===== src/mpf_defines.vh =====
`ifndef MPF_DEFINES_VH
`define MPF_DEFINES_VH

// Register select codes for the write and read ports.
`define MPF_SEL_P0_LATCH     4'h0
`define MPF_SEL_P0_DIR       4'h1
`define MPF_SEL_P1_LATCH     4'h2
`define MPF_SEL_P1_DIR       4'h3
`define MPF_SEL_LOW_PULLUP   4'h4
`define MPF_SEL_P2_LATCH     4'h5
`define MPF_SEL_P2_DIR       4'h6
`define MPF_SEL_P2_PULLUP    4'h7
`define MPF_SEL_P2_ALT       4'h8
`define MPF_SEL_P3_LATCH     4'h9
`define MPF_SEL_P3_DIR       4'hA
`define MPF_SEL_P3_PULLUP    4'hB
`define MPF_SEL_P3_ALT       4'hC
`define MPF_SEL_P5_LATCH     4'hD
`define MPF_SEL_P5_DIR       4'hE
`define MPF_SEL_P6_CTRL      4'hF

// Field positions inside the shared low-port pull-up register.
`define MPF_LOWPU_P1_LSB     6
`define MPF_LOWPU_P1_MSB     7

// Field positions inside the port 3 alternate-function register.
`define MPF_P3ALT_EN_MSB     3
`define MPF_P3ALT_EDGE_LSB   4

// Open-drain bits of port 2.
`define MPF_P2_OD_SCL        3
`define MPF_P2_OD_SDA        4

// Reset value of every control register.
`define MPF_CTRL_RESET       8'h00

// Valid-edge encodings for the external interrupt inputs.
`define MPF_EDGE_NONE        2'h0
`define MPF_EDGE_RISE        2'h1
`define MPF_EDGE_FALL        2'h2
`define MPF_EDGE_BOTH        2'h3

`endif


===== src/mpf_port_logic.v =====
`include "mpf_defines.vh"

module mpf_port_logic (
    input  wire         clk,
    input  wire         rst,
    input  wire         ce,
    input  wire         sys_reset_n,
    input  wire         wr_en,
    input  wire [3:0]   wr_sel,
    input  wire [7:0]   wr_data,
    input  wire [3:0]   rd_sel,
    output reg  [7:0]   rd_data_reg,
    input  wire [5:0]   p0_in,
    output reg  [5:0]   p0_out_reg,
    output reg  [5:0]   p0_oe_n_reg,
    output reg  [5:0]   p0_pullup_reg,
    input  wire [1:0]   p1_in,
    output reg  [1:0]   p1_out_reg,
    output reg  [1:0]   p1_oe_n_reg,
    output reg  [1:0]   p1_pullup_reg,
    input  wire [6:0]   p2_in,
    output reg  [6:0]   p2_out_reg,
    output reg  [6:0]   p2_oe_n_reg,
    output reg  [6:0]   p2_pullup_reg,
    input  wire [3:0]   p3_in,
    output reg  [3:0]   p3_out_reg,
    output reg  [3:0]   p3_oe_n_reg,
    output reg  [3:0]   p3_pullup_reg,
    input  wire [3:0]   p5_in,
    output reg  [3:0]   p5_out_reg,
    output reg  [3:0]   p5_oe_n_reg,
    input  wire [7:0]   p6_in,
    output reg  [7:0]   analog_in_sel_reg,
    input  wire         serial_async_sel,
    input  wire         sync_serial_clock_out,
    input  wire         sync_serial_data_out,
    input  wire         async_tx,
    input  wire         two_wire_clock_out,
    input  wire         two_wire_data_out,
    input  wire         timer_a_out,
    input  wire         timer_b_out,
    input  wire         wide_timer_out,
    input  wire         timer_c_out,
    input  wire         buzzer_out,
    input  wire         buzzer_sel,
    output reg          sync_serial_clock_in_reg,
    output reg          async_clock_in_reg,
    output reg          sync_serial_data_in_reg,
    output reg          async_rx_reg,
    output reg          two_wire_clock_in_reg,
    output reg          two_wire_data_in_reg,
    output reg          timer_a_ext_clock_in_reg,
    output reg          sync_serial_select_in_reg,
    output reg          timer_b_ext_clock_in_reg,
    output reg          capture_edge_in_reg,
    output wire [3:0]   ext_irq_in
);

    ////////////////////////////////////////////////////////////////////////////
    // Helpers

    // A bit set as output reads back its latch, an input bit reads the pin.
    function [7:0] port_read;
        input [7:0] dir;
        input [7:0] latch;
        input [7:0] pin;
        begin
            port_read = (dir & latch) | (~dir & pin);
        end
    endfunction

    // Open-drain bits only ever drive low, so the enable also carries the data.
    function [7:0] od_oe_n;
        input [7:0] dir;
        input [7:0] val;
        begin
            od_oe_n = ~(dir & ~val);
        end
    endfunction

    ////////////////////////////////////////////////////////////////////////////
    // Control registers

    reg  [5:0] port0_latch_reg;
    reg  [5:0] port0_direction_reg;
    reg  [1:0] port1_latch_reg;
    reg  [1:0] port1_direction_reg;
    reg  [7:0] low_ports_pullup_reg;
    reg  [6:0] port2_latch_reg;
    reg  [6:0] port2_direction_reg;
    reg  [6:0] port2_pullup_reg;
    reg  [6:0] port2_alt_reg;
    reg  [3:0] port3_latch_reg;
    reg  [3:0] port3_direction_reg;
    reg  [3:0] port3_pullup_reg;
    reg  [11:0] port3_alt_reg;
    reg  [3:0] port5_latch_reg;
    reg  [3:0] port5_direction_reg;
    reg  [7:0] port6_analog_reg;

    // The external reset pin joins the core reset; both are sampled on clk.
    wire       rst_all = rst | ~sys_reset_n;

    always @(posedge clk) begin
        if (rst_all) begin
            port0_latch_reg      <= 6'h00;
            port0_direction_reg  <= 6'h00;
            port1_latch_reg      <= 2'h0;
            port1_direction_reg  <= 2'h0;
            low_ports_pullup_reg <= `MPF_CTRL_RESET;
            port2_latch_reg      <= 7'h00;
            port2_direction_reg  <= 7'h00;
            port2_pullup_reg     <= 7'h00;
            port2_alt_reg        <= 7'h00;
            port3_latch_reg      <= 4'h0;
            port3_direction_reg  <= 4'h0;
            port3_pullup_reg     <= 4'h0;
            port3_alt_reg        <= 12'h000;
            port5_latch_reg      <= 4'h0;
            port5_direction_reg  <= 4'h0;
            port6_analog_reg     <= `MPF_CTRL_RESET;
        end else if (ce && wr_en) begin
            case (wr_sel)
                `MPF_SEL_P0_LATCH:   port0_latch_reg      <= wr_data[5:0];
                `MPF_SEL_P0_DIR:     port0_direction_reg  <= wr_data[5:0];
                `MPF_SEL_P1_LATCH:   port1_latch_reg      <= wr_data[1:0];
                `MPF_SEL_P1_DIR:     port1_direction_reg  <= wr_data[1:0];
                `MPF_SEL_LOW_PULLUP: low_ports_pullup_reg <= wr_data;
                `MPF_SEL_P2_LATCH:   port2_latch_reg      <= wr_data[6:0];
                `MPF_SEL_P2_DIR:     port2_direction_reg  <= wr_data[6:0];
                `MPF_SEL_P2_PULLUP:  port2_pullup_reg     <= wr_data[6:0] & 7'h67;
                `MPF_SEL_P2_ALT:     port2_alt_reg        <= wr_data[6:0];
                `MPF_SEL_P3_LATCH:   port3_latch_reg      <= wr_data[3:0];
                `MPF_SEL_P3_DIR:     port3_direction_reg  <= wr_data[3:0];
                `MPF_SEL_P3_PULLUP:  port3_pullup_reg     <= wr_data[3:0];
                `MPF_SEL_P3_ALT:     port3_alt_reg        <= {wr_data, wr_data[3:0]};
                `MPF_SEL_P5_LATCH:   port5_latch_reg      <= wr_data[3:0];
                `MPF_SEL_P5_DIR:     port5_direction_reg  <= wr_data[3:0];
                `MPF_SEL_P6_CTRL:    port6_analog_reg     <= wr_data;
                default:             port6_analog_reg     <= port6_analog_reg;
            endcase
        end
    end

    ////////////////////////////////////////////////////////////////////////////
    // Pin drive values

    reg  [6:0] p2_val;
    reg  [3:0] p3_val;

    // Alternate output bits take their value from the peripheral, while direction
    // still comes from the direction register, which software must set up.
    always @* begin
        p2_val    = port2_latch_reg;
        if (port2_alt_reg[0]) begin
            p2_val[0] = sync_serial_clock_out;
        end
        if (port2_alt_reg[1]) begin
            p2_val[1] = serial_async_sel ? async_tx : sync_serial_data_out;
        end
        if (port2_alt_reg[3]) begin
            p2_val[3] = two_wire_clock_out;
        end
        if (port2_alt_reg[4]) begin
            p2_val[4] = two_wire_data_out;
        end
        if (port2_alt_reg[6]) begin
            p2_val[6] = timer_a_out;
        end
        p3_val    = port3_latch_reg;
        if (port3_alt_reg[1]) begin
            p3_val[1] = timer_b_out;
        end
        if (port3_alt_reg[2]) begin
            p3_val[2] = wide_timer_out;
        end
        if (port3_alt_reg[3]) begin
            p3_val[3] = buzzer_sel ? buzzer_out : timer_c_out;
        end
    end

    wire [7:0] p2_od_oe_n = od_oe_n({1'b0, port2_direction_reg}, {1'b0, p2_val});
    wire [7:0] p5_od_oe_n = od_oe_n({4'h0, port5_direction_reg}, {4'h0, port5_latch_reg});

    ////////////////////////////////////////////////////////////////////////////
    // Registered pin outputs

    always @(posedge clk) begin
        if (rst_all) begin
            p0_out_reg    <= 6'h00;
            p0_oe_n_reg   <= 6'h3F;
            p0_pullup_reg <= 6'h00;
            p1_out_reg    <= 2'h0;
            p1_oe_n_reg   <= 2'h3;
            p1_pullup_reg <= 2'h0;
            p2_out_reg    <= 7'h00;
            p2_oe_n_reg   <= 7'h7F;
            p2_pullup_reg <= 7'h00;
            p3_out_reg    <= 4'h0;
            p3_oe_n_reg   <= 4'hF;
            p3_pullup_reg <= 4'h0;
            p5_out_reg    <= 4'h0;
            p5_oe_n_reg   <= 4'hF;
            analog_in_sel_reg <= 8'h00;
        end else if (ce) begin
            p0_out_reg    <= port0_latch_reg;
            p0_oe_n_reg   <= ~port0_direction_reg;
            p0_pullup_reg <= low_ports_pullup_reg[5:0] & ~port0_direction_reg;
            p1_out_reg    <= port1_latch_reg;
            p1_oe_n_reg   <= ~port1_direction_reg;
            p1_pullup_reg <= low_ports_pullup_reg[`MPF_LOWPU_P1_MSB:`MPF_LOWPU_P1_LSB] &
                             ~port1_direction_reg;
            // Open-drain bits put out 0 always and drive only through the enable.
            p2_out_reg    <= p2_val & 7'h67;
            p2_oe_n_reg   <= {~port2_direction_reg[6:5],
                              p2_od_oe_n[`MPF_P2_OD_SDA:`MPF_P2_OD_SCL],
                              ~port2_direction_reg[2:0]};
            p2_pullup_reg <= port2_pullup_reg & 7'h67;
            p3_out_reg    <= p3_val;
            p3_oe_n_reg   <= ~port3_direction_reg;
            p3_pullup_reg <= port3_pullup_reg;
            p5_out_reg    <= 4'h0;
            p5_oe_n_reg   <= p5_od_oe_n[3:0];
            analog_in_sel_reg <= port6_analog_reg;
        end
    end

    ////////////////////////////////////////////////////////////////////////////
    // Inputs routed to peripherals

    // Unselected peripheral inputs idle high so a serial or timer input
    // never sees a phantom edge while the pin serves as a plain port.
    always @(posedge clk) begin
        if (rst_all) begin
            sync_serial_clock_in_reg  <= 1'b1;
            async_clock_in_reg        <= 1'b1;
            sync_serial_data_in_reg   <= 1'b1;
            async_rx_reg              <= 1'b1;
            two_wire_clock_in_reg     <= 1'b1;
            two_wire_data_in_reg      <= 1'b1;
            timer_a_ext_clock_in_reg  <= 1'b1;
            sync_serial_select_in_reg <= 1'b1;
            timer_b_ext_clock_in_reg  <= 1'b1;
            capture_edge_in_reg       <= 1'b1;
        end else if (ce) begin
            sync_serial_clock_in_reg  <= ~port2_alt_reg[0] | p2_in[0];
            async_clock_in_reg        <= ~port2_alt_reg[0] | p2_in[0];
            sync_serial_data_in_reg   <= ~port2_alt_reg[2] | p2_in[2];
            async_rx_reg              <= ~port2_alt_reg[2] | p2_in[2];
            two_wire_clock_in_reg     <= ~port2_alt_reg[3] | p2_in[3];
            two_wire_data_in_reg      <= ~port2_alt_reg[4] | p2_in[4];
            timer_a_ext_clock_in_reg  <= ~port2_alt_reg[5] | p2_in[5];
            sync_serial_select_in_reg <= ~port2_alt_reg[5] | p2_in[5];
            timer_b_ext_clock_in_reg  <= ~port3_alt_reg[0] | p3_in[0];
            capture_edge_in_reg       <= ~port3_alt_reg[0] | p3_in[0];
        end
    end

    ////////////////////////////////////////////////////////////////////////////
    // External interrupt edge detection

    mpf_edge_det #(
        .N          (4)
    ) u_edge (
        .clk        (clk),
        .rst        (rst_all),
        .ce         (ce),
        .enable     (port3_alt_reg[`MPF_P3ALT_EN_MSB:0]),
        .edge_sel   (port3_alt_reg[11:`MPF_P3ALT_EDGE_LSB]),
        .level      (p3_in),
        .pulse_reg  (ext_irq_in)
    );

    ////////////////////////////////////////////////////////////////////////////
    // Read-back

    reg  [7:0] rd_next;

    always @* begin
        case (rd_sel)
            `MPF_SEL_P0_LATCH:   rd_next = port_read({2'h0, port0_direction_reg},
                                                     {2'h0, port0_latch_reg}, {2'h0, p0_in});
            `MPF_SEL_P0_DIR:     rd_next = {2'h0, port0_direction_reg};
            `MPF_SEL_P1_LATCH:   rd_next = port_read({6'h00, port1_direction_reg},
                                                     {6'h00, port1_latch_reg}, {6'h00, p1_in});
            `MPF_SEL_P1_DIR:     rd_next = {6'h00, port1_direction_reg};
            `MPF_SEL_LOW_PULLUP: rd_next = low_ports_pullup_reg;
            `MPF_SEL_P2_LATCH:   rd_next = port_read({1'b0, port2_direction_reg},
                                                     {1'b0, port2_latch_reg}, {1'b0, p2_in});
            `MPF_SEL_P2_DIR:     rd_next = {1'b0, port2_direction_reg};
            `MPF_SEL_P2_PULLUP:  rd_next = {1'b0, port2_pullup_reg};
            `MPF_SEL_P2_ALT:     rd_next = {1'b0, port2_alt_reg};
            `MPF_SEL_P3_LATCH:   rd_next = port_read({4'h0, port3_direction_reg},
                                                     {4'h0, port3_latch_reg}, {4'h0, p3_in});
            `MPF_SEL_P3_DIR:     rd_next = {4'h0, port3_direction_reg};
            `MPF_SEL_P3_PULLUP:  rd_next = {4'h0, port3_pullup_reg};
            `MPF_SEL_P3_ALT:     rd_next = port3_alt_reg[11:4];
            `MPF_SEL_P5_LATCH:   rd_next = port_read({4'h0, port5_direction_reg},
                                                     {4'h0, port5_latch_reg}, {4'h0, p5_in});
            `MPF_SEL_P5_DIR:     rd_next = {4'h0, port5_direction_reg};
            `MPF_SEL_P6_CTRL:    rd_next = p6_in & ~port6_analog_reg;
            default:             rd_next = 8'h00;
        endcase
    end

    always @(posedge clk) begin
        if (rst_all) begin
            rd_data_reg <= 8'h00;
        end else if (ce) begin
            rd_data_reg <= rd_next;
        end
    end

endmodule


===== src/mpf_edge_det.v =====
`include "mpf_defines.vh"

module mpf_edge_det #(
    parameter N = 4
) (
    input  wire             clk,
    input  wire             rst,
    input  wire             ce,
    input  wire [N-1:0]     enable,
    input  wire [2*N-1:0]   edge_sel,
    input  wire [N-1:0]     level,
    output reg  [N-1:0]     pulse_reg
);

    reg  [N-1:0] prev_reg;
    reg  [N-1:0] pulse_next;
    integer      i;

    always @* begin
        pulse_next = {N{1'b0}};
        for (i = 0; i < N; i = i + 1) begin
            case (edge_sel[2*i +: 2])
                `MPF_EDGE_RISE: pulse_next[i] = enable[i] & level[i] & ~prev_reg[i];
                `MPF_EDGE_FALL: pulse_next[i] = enable[i] & ~level[i] & prev_reg[i];
                `MPF_EDGE_BOTH: pulse_next[i] = enable[i] & (level[i] ^ prev_reg[i]);
                default:        pulse_next[i] = 1'b0;
            endcase
        end
    end

    always @(posedge clk) begin
        if (rst) begin
            prev_reg  <= {N{1'b0}};
            pulse_reg <= {N{1'b0}};
        end else if (ce) begin
            prev_reg  <= level;
            pulse_reg <= pulse_next;
        end
    end

endmodule


===== config.mk =====
export PLATFORM = sky130hd
export DESIGN_NAME = mpf_port_logic
export DESIGN_NICKNAME = d
export VERILOG_FILES = /design/src/mpf_port_logic.v /design/src/mpf_edge_det.v
export VERILOG_INCLUDE_DIRS = /design/src
export SDC_FILE = /design/constraint.sdc
export NUM_CORES = 1
export LEC_CHECK = 0
export BUFFER_PORTS_ARGS = -buffer_cell sky130_fd_sc_hd__clkbuf_2
export CAP_MARGIN = 5
export CORE_AREA = 8 8 134 136
export DETAILED_ROUTE_END_ITERATION = 10
export DIE_AREA = 0 0 142 144
export PLACE_DENSITY = 0.7
export SETUP_SLACK_MARGIN = 0.15
export SYNTH_ARGS = -nofsm -noshare
export SYNTH_HDL_FRONTEND = slang
export SYNTH_SLANG_ARGS = --single-unit

===== constraint.sdc =====
create_clock -name clk -period 1.6 [get_ports clk]
set_input_delay 0.08 -clock clk [delete_from_list [all_inputs] [get_ports clk]]
set_output_delay 0.08 -clock clk [all_outputs]
set_load 0.05 [all_outputs]

==> flow_summary.ini <==
[final_layout]
fill_cells = 1443
diodes = 0
finalNonFillerCells = 1255
final_net_count = 1086
drive_gt1_frac = 0.2744
syn2layout_area_growth_pct = 28.29

[power]
p_total_w = 0.009270
power_density_nw_per_um2 = 952.7
vdd_ir_drop_max_v = 0.0007536
leakage_nw = 3.941

[cts]
htreeDepth = 4
clk_root_buffer_cell = clkbuf_16
cts.path.max_buffers = 2
cts_buffers = 17
clock_latency_ps = 440
cts.clk_slew.worst_paths_ps = 70
cts_tree = yes
cts_num_sinks = 173
post_cts_buffers = 0

[drt]
ant_nets = 0
detail_route.iter0.violations = 541
wl_per_cell_um = 20.18
vias = 6737
first_pass_iters = 5
drc = 0
viasPerCell = 5.368
routed_wl_mm = 25.32

[floorplanning]
die_y_um = 144
fp.coreArea_sq_um = 16050
dieArea_sq_um = 20450
ios = 159
die_x_um = 142
num_rows = 47
initial_core_util = 0.4724

[status]
violations = setup timing
outcome = finished, violations left

[global_route]
grt_usage = 0.2504
grt_pass1_wl_mm = 38.46
grt_max_degree = 138
antenna_found_initial = 0
grt_pass1_vias = 6574
grt_overflow = 0

[sta]
setup_viol = 1
max-slew-margin-rel = 0.5858
final_max_slew_viol_count = 0
hold_ws_ps = 12.38
layout_setup_ws_ps = -33.65
period_share = 1.021
fin_setup_tns_ps = -33.65
worstMarginPinSlew_ps = 621.2
fin_worst_skew_ps = 11.99
timing.fmax_mhz = 612.1
rsz0062_at_grt = true
final_hold_viol_count = 0
post-route-min-period_ps = 1634

[setup_path]
timing.rr.start = port1_direction_reg[1]
r2r_end = rd_data_reg[1]
critPathArrivalTime_ps = 1960
critPathRequiredTime_ps = 1920
worstSetupPathType = register to register
worst-path-buf-inv = 0
crit_slowest_cell = or4_4
crit_path_cell_trace = mux2_4, nand3_4, o311ai_4, or4_4, a22o_1
crit_family = simple AND/OR/NAND/NOR gates
r2r.worst_path.cells = 5
critPathMaxFanout = 2
crit_path_start_kind = register
max_stage_delay_ps = 530
ff2ff_setup_slack_ps = -30
endpoint_kind = register

[logic_synthesis]
synthArstFlopShare = 0
synthFlopType = dfxtp_1
yosys.area.top_type = dfxtp_1
ys_ff_latch = 173
syn_area_sq_um = 7585
synth_enable_flop_cells = 0
synth_commonest_cells = 173 x dfxtp_1, 140 x mux2i_1, 137 x nor2_1, 77 x nand2_1, 33 x clkbuf_1
synth_top_area_frac = 0.4566
seq_area_frac_synth = 0.4566
synth_area_per_cell_sq_um = 9.127
synthesis.instances = 831
ys_types = 55
synth_most_common_cell = dfxtp_1
netlist_top_cells_area = dfxtp_1 46%, mux2i_1 18%, nor2_1 6.8%
ys.warnings.count = 0

[place]
port-buffer-count = 150
hpwlAfterDp_mm = 18.77
dp_cells = 1210
place_congestion = 0.9306

[min_path]
whs_endpoint = p2_oe_n_reg[4]
worstHoldPathCells = 5
worstHoldStart = two_wire_data_out
min_path_type = input pin to register

[flow_run]
max_cap_viol_count = 0
-- cells in the final DEF, fill, tap and decap left out, types with 6 or more instances in the layout --
master         instances
dfxtp_1              168
clkbuf_2             149
mux2i_1              138
nor2_1               137
nand2_1               77
buf_4                 63
o21ai_0               30
a21oi_1               28
nand3_1               19
nand2b_1              18
clkbuf_16             17
nand3b_1              13
dlygate4sd3_1         13
o22ai_1               12
buf_12                 9
conb_1                 8
nor2b_1                7
a211oi_1               6
nand4_1                6
inv_1                  6
a22o_1                 6
-- per-layer routing --
layer	track usage	vias to the layer above	wire [um]
met2	0.4030	245	11780
met1	0.3175	3174	11030
met5	0	-	0
met4	0.09666	0	644
met3	0.06174	38	1869
li1	-	3280	-
-- area by class of cell --
| cell class | instances | area, sq um | share of cell area |
|---|---|---|---|
| multi-input cells | 590 | 3861 | 0.3968 |
| flip-flops and latches | 173 | 3470 | 0.3566 |
| clock inverters | 13 | 140.1 | 0.01440 |
| well taps | 220 | 275.3 | 0.02829 |
| clock buffers | 19 | 432.9 | 0.04449 |
| repair buffers | 234 | 1529 | 0.1571 |
| inverters | 6 | 22.52 | 0.002315 |
-- tightest hold or removal path: stages --
cell	delay (ps)
clkbuf_2	80
mux2i_1	60
nand3_1	70
o21ai_0	70
nand2_1	60
-- how the worst max path moves through the flow --
stage | start | end | slack, ps | depth (start not counted)
finish | port1_direction_reg[1] | rd_data_reg[1] | -30 | 5
global route | port1_direction_reg[1] | rd_data_reg[1] | -80 | 5
CTS | port1_direction_reg[1] | rd_data_reg[1] | -60 | 5
detailed placement | rd_sel[0] | rd_data_reg[1] | -120 | 6
global placement | rd_sel[0] | rd_data_reg[1] | -70 | 6
floorplan | port1_direction_reg[1] | rd_data_reg[1] | 50 | 5
-- metrics by stage --
step / setup slack (ps) / area, sq um / utilization
2_1_floorplan: 46.54 / 7621 / -
3_3_place_gp: -72.69 / 8957 / 0.5579
3_5_place_dp: -123.2 / 8957 / 0.5579
4_1_cts: -58.37 / 9691 / 0.6036
5_1_grt: -77.16 / 9731 / 0.6061
6_report: -33.65 / 9731 / 0.6061
-- kinds of logic (layout without fill, tap and decap cells) --
kind of cell           after synthesis  count (layout)  synth area share
muxes                              146             146            0.1937
other                                1               8         0.0004944
and+or+nand+nor                    312             312            0.1932
AOI/OAI and AO/OA                  124             124            0.1072
buffers and inverters               75             272           0.04883
DFF                                173             173            0.4566
-- report_power, final --
| group | total, W | switching [W] | leakage (nW) | internal, W |
|---|---|---|---|---|
| combinational | 0.000818 | 0.000513 | 2.26 | 0.000305 |
| sequential | 0.00434 | 0.0000157 | 1.40 | 0.00432 |
| clock | 0.00411 | 0.00180 | 0.282 | 0.00231 |
-- what timing repair did --
action	4_1_cts	5_1_grt
setup endpoints to repair	3	5
hold endpoints to repair	15	0
resized for setup	7	10
hold buffers	13	0
cloned	0	0
pin swaps	3	2
Note: power is estimated with default switching activity, not from simulation.
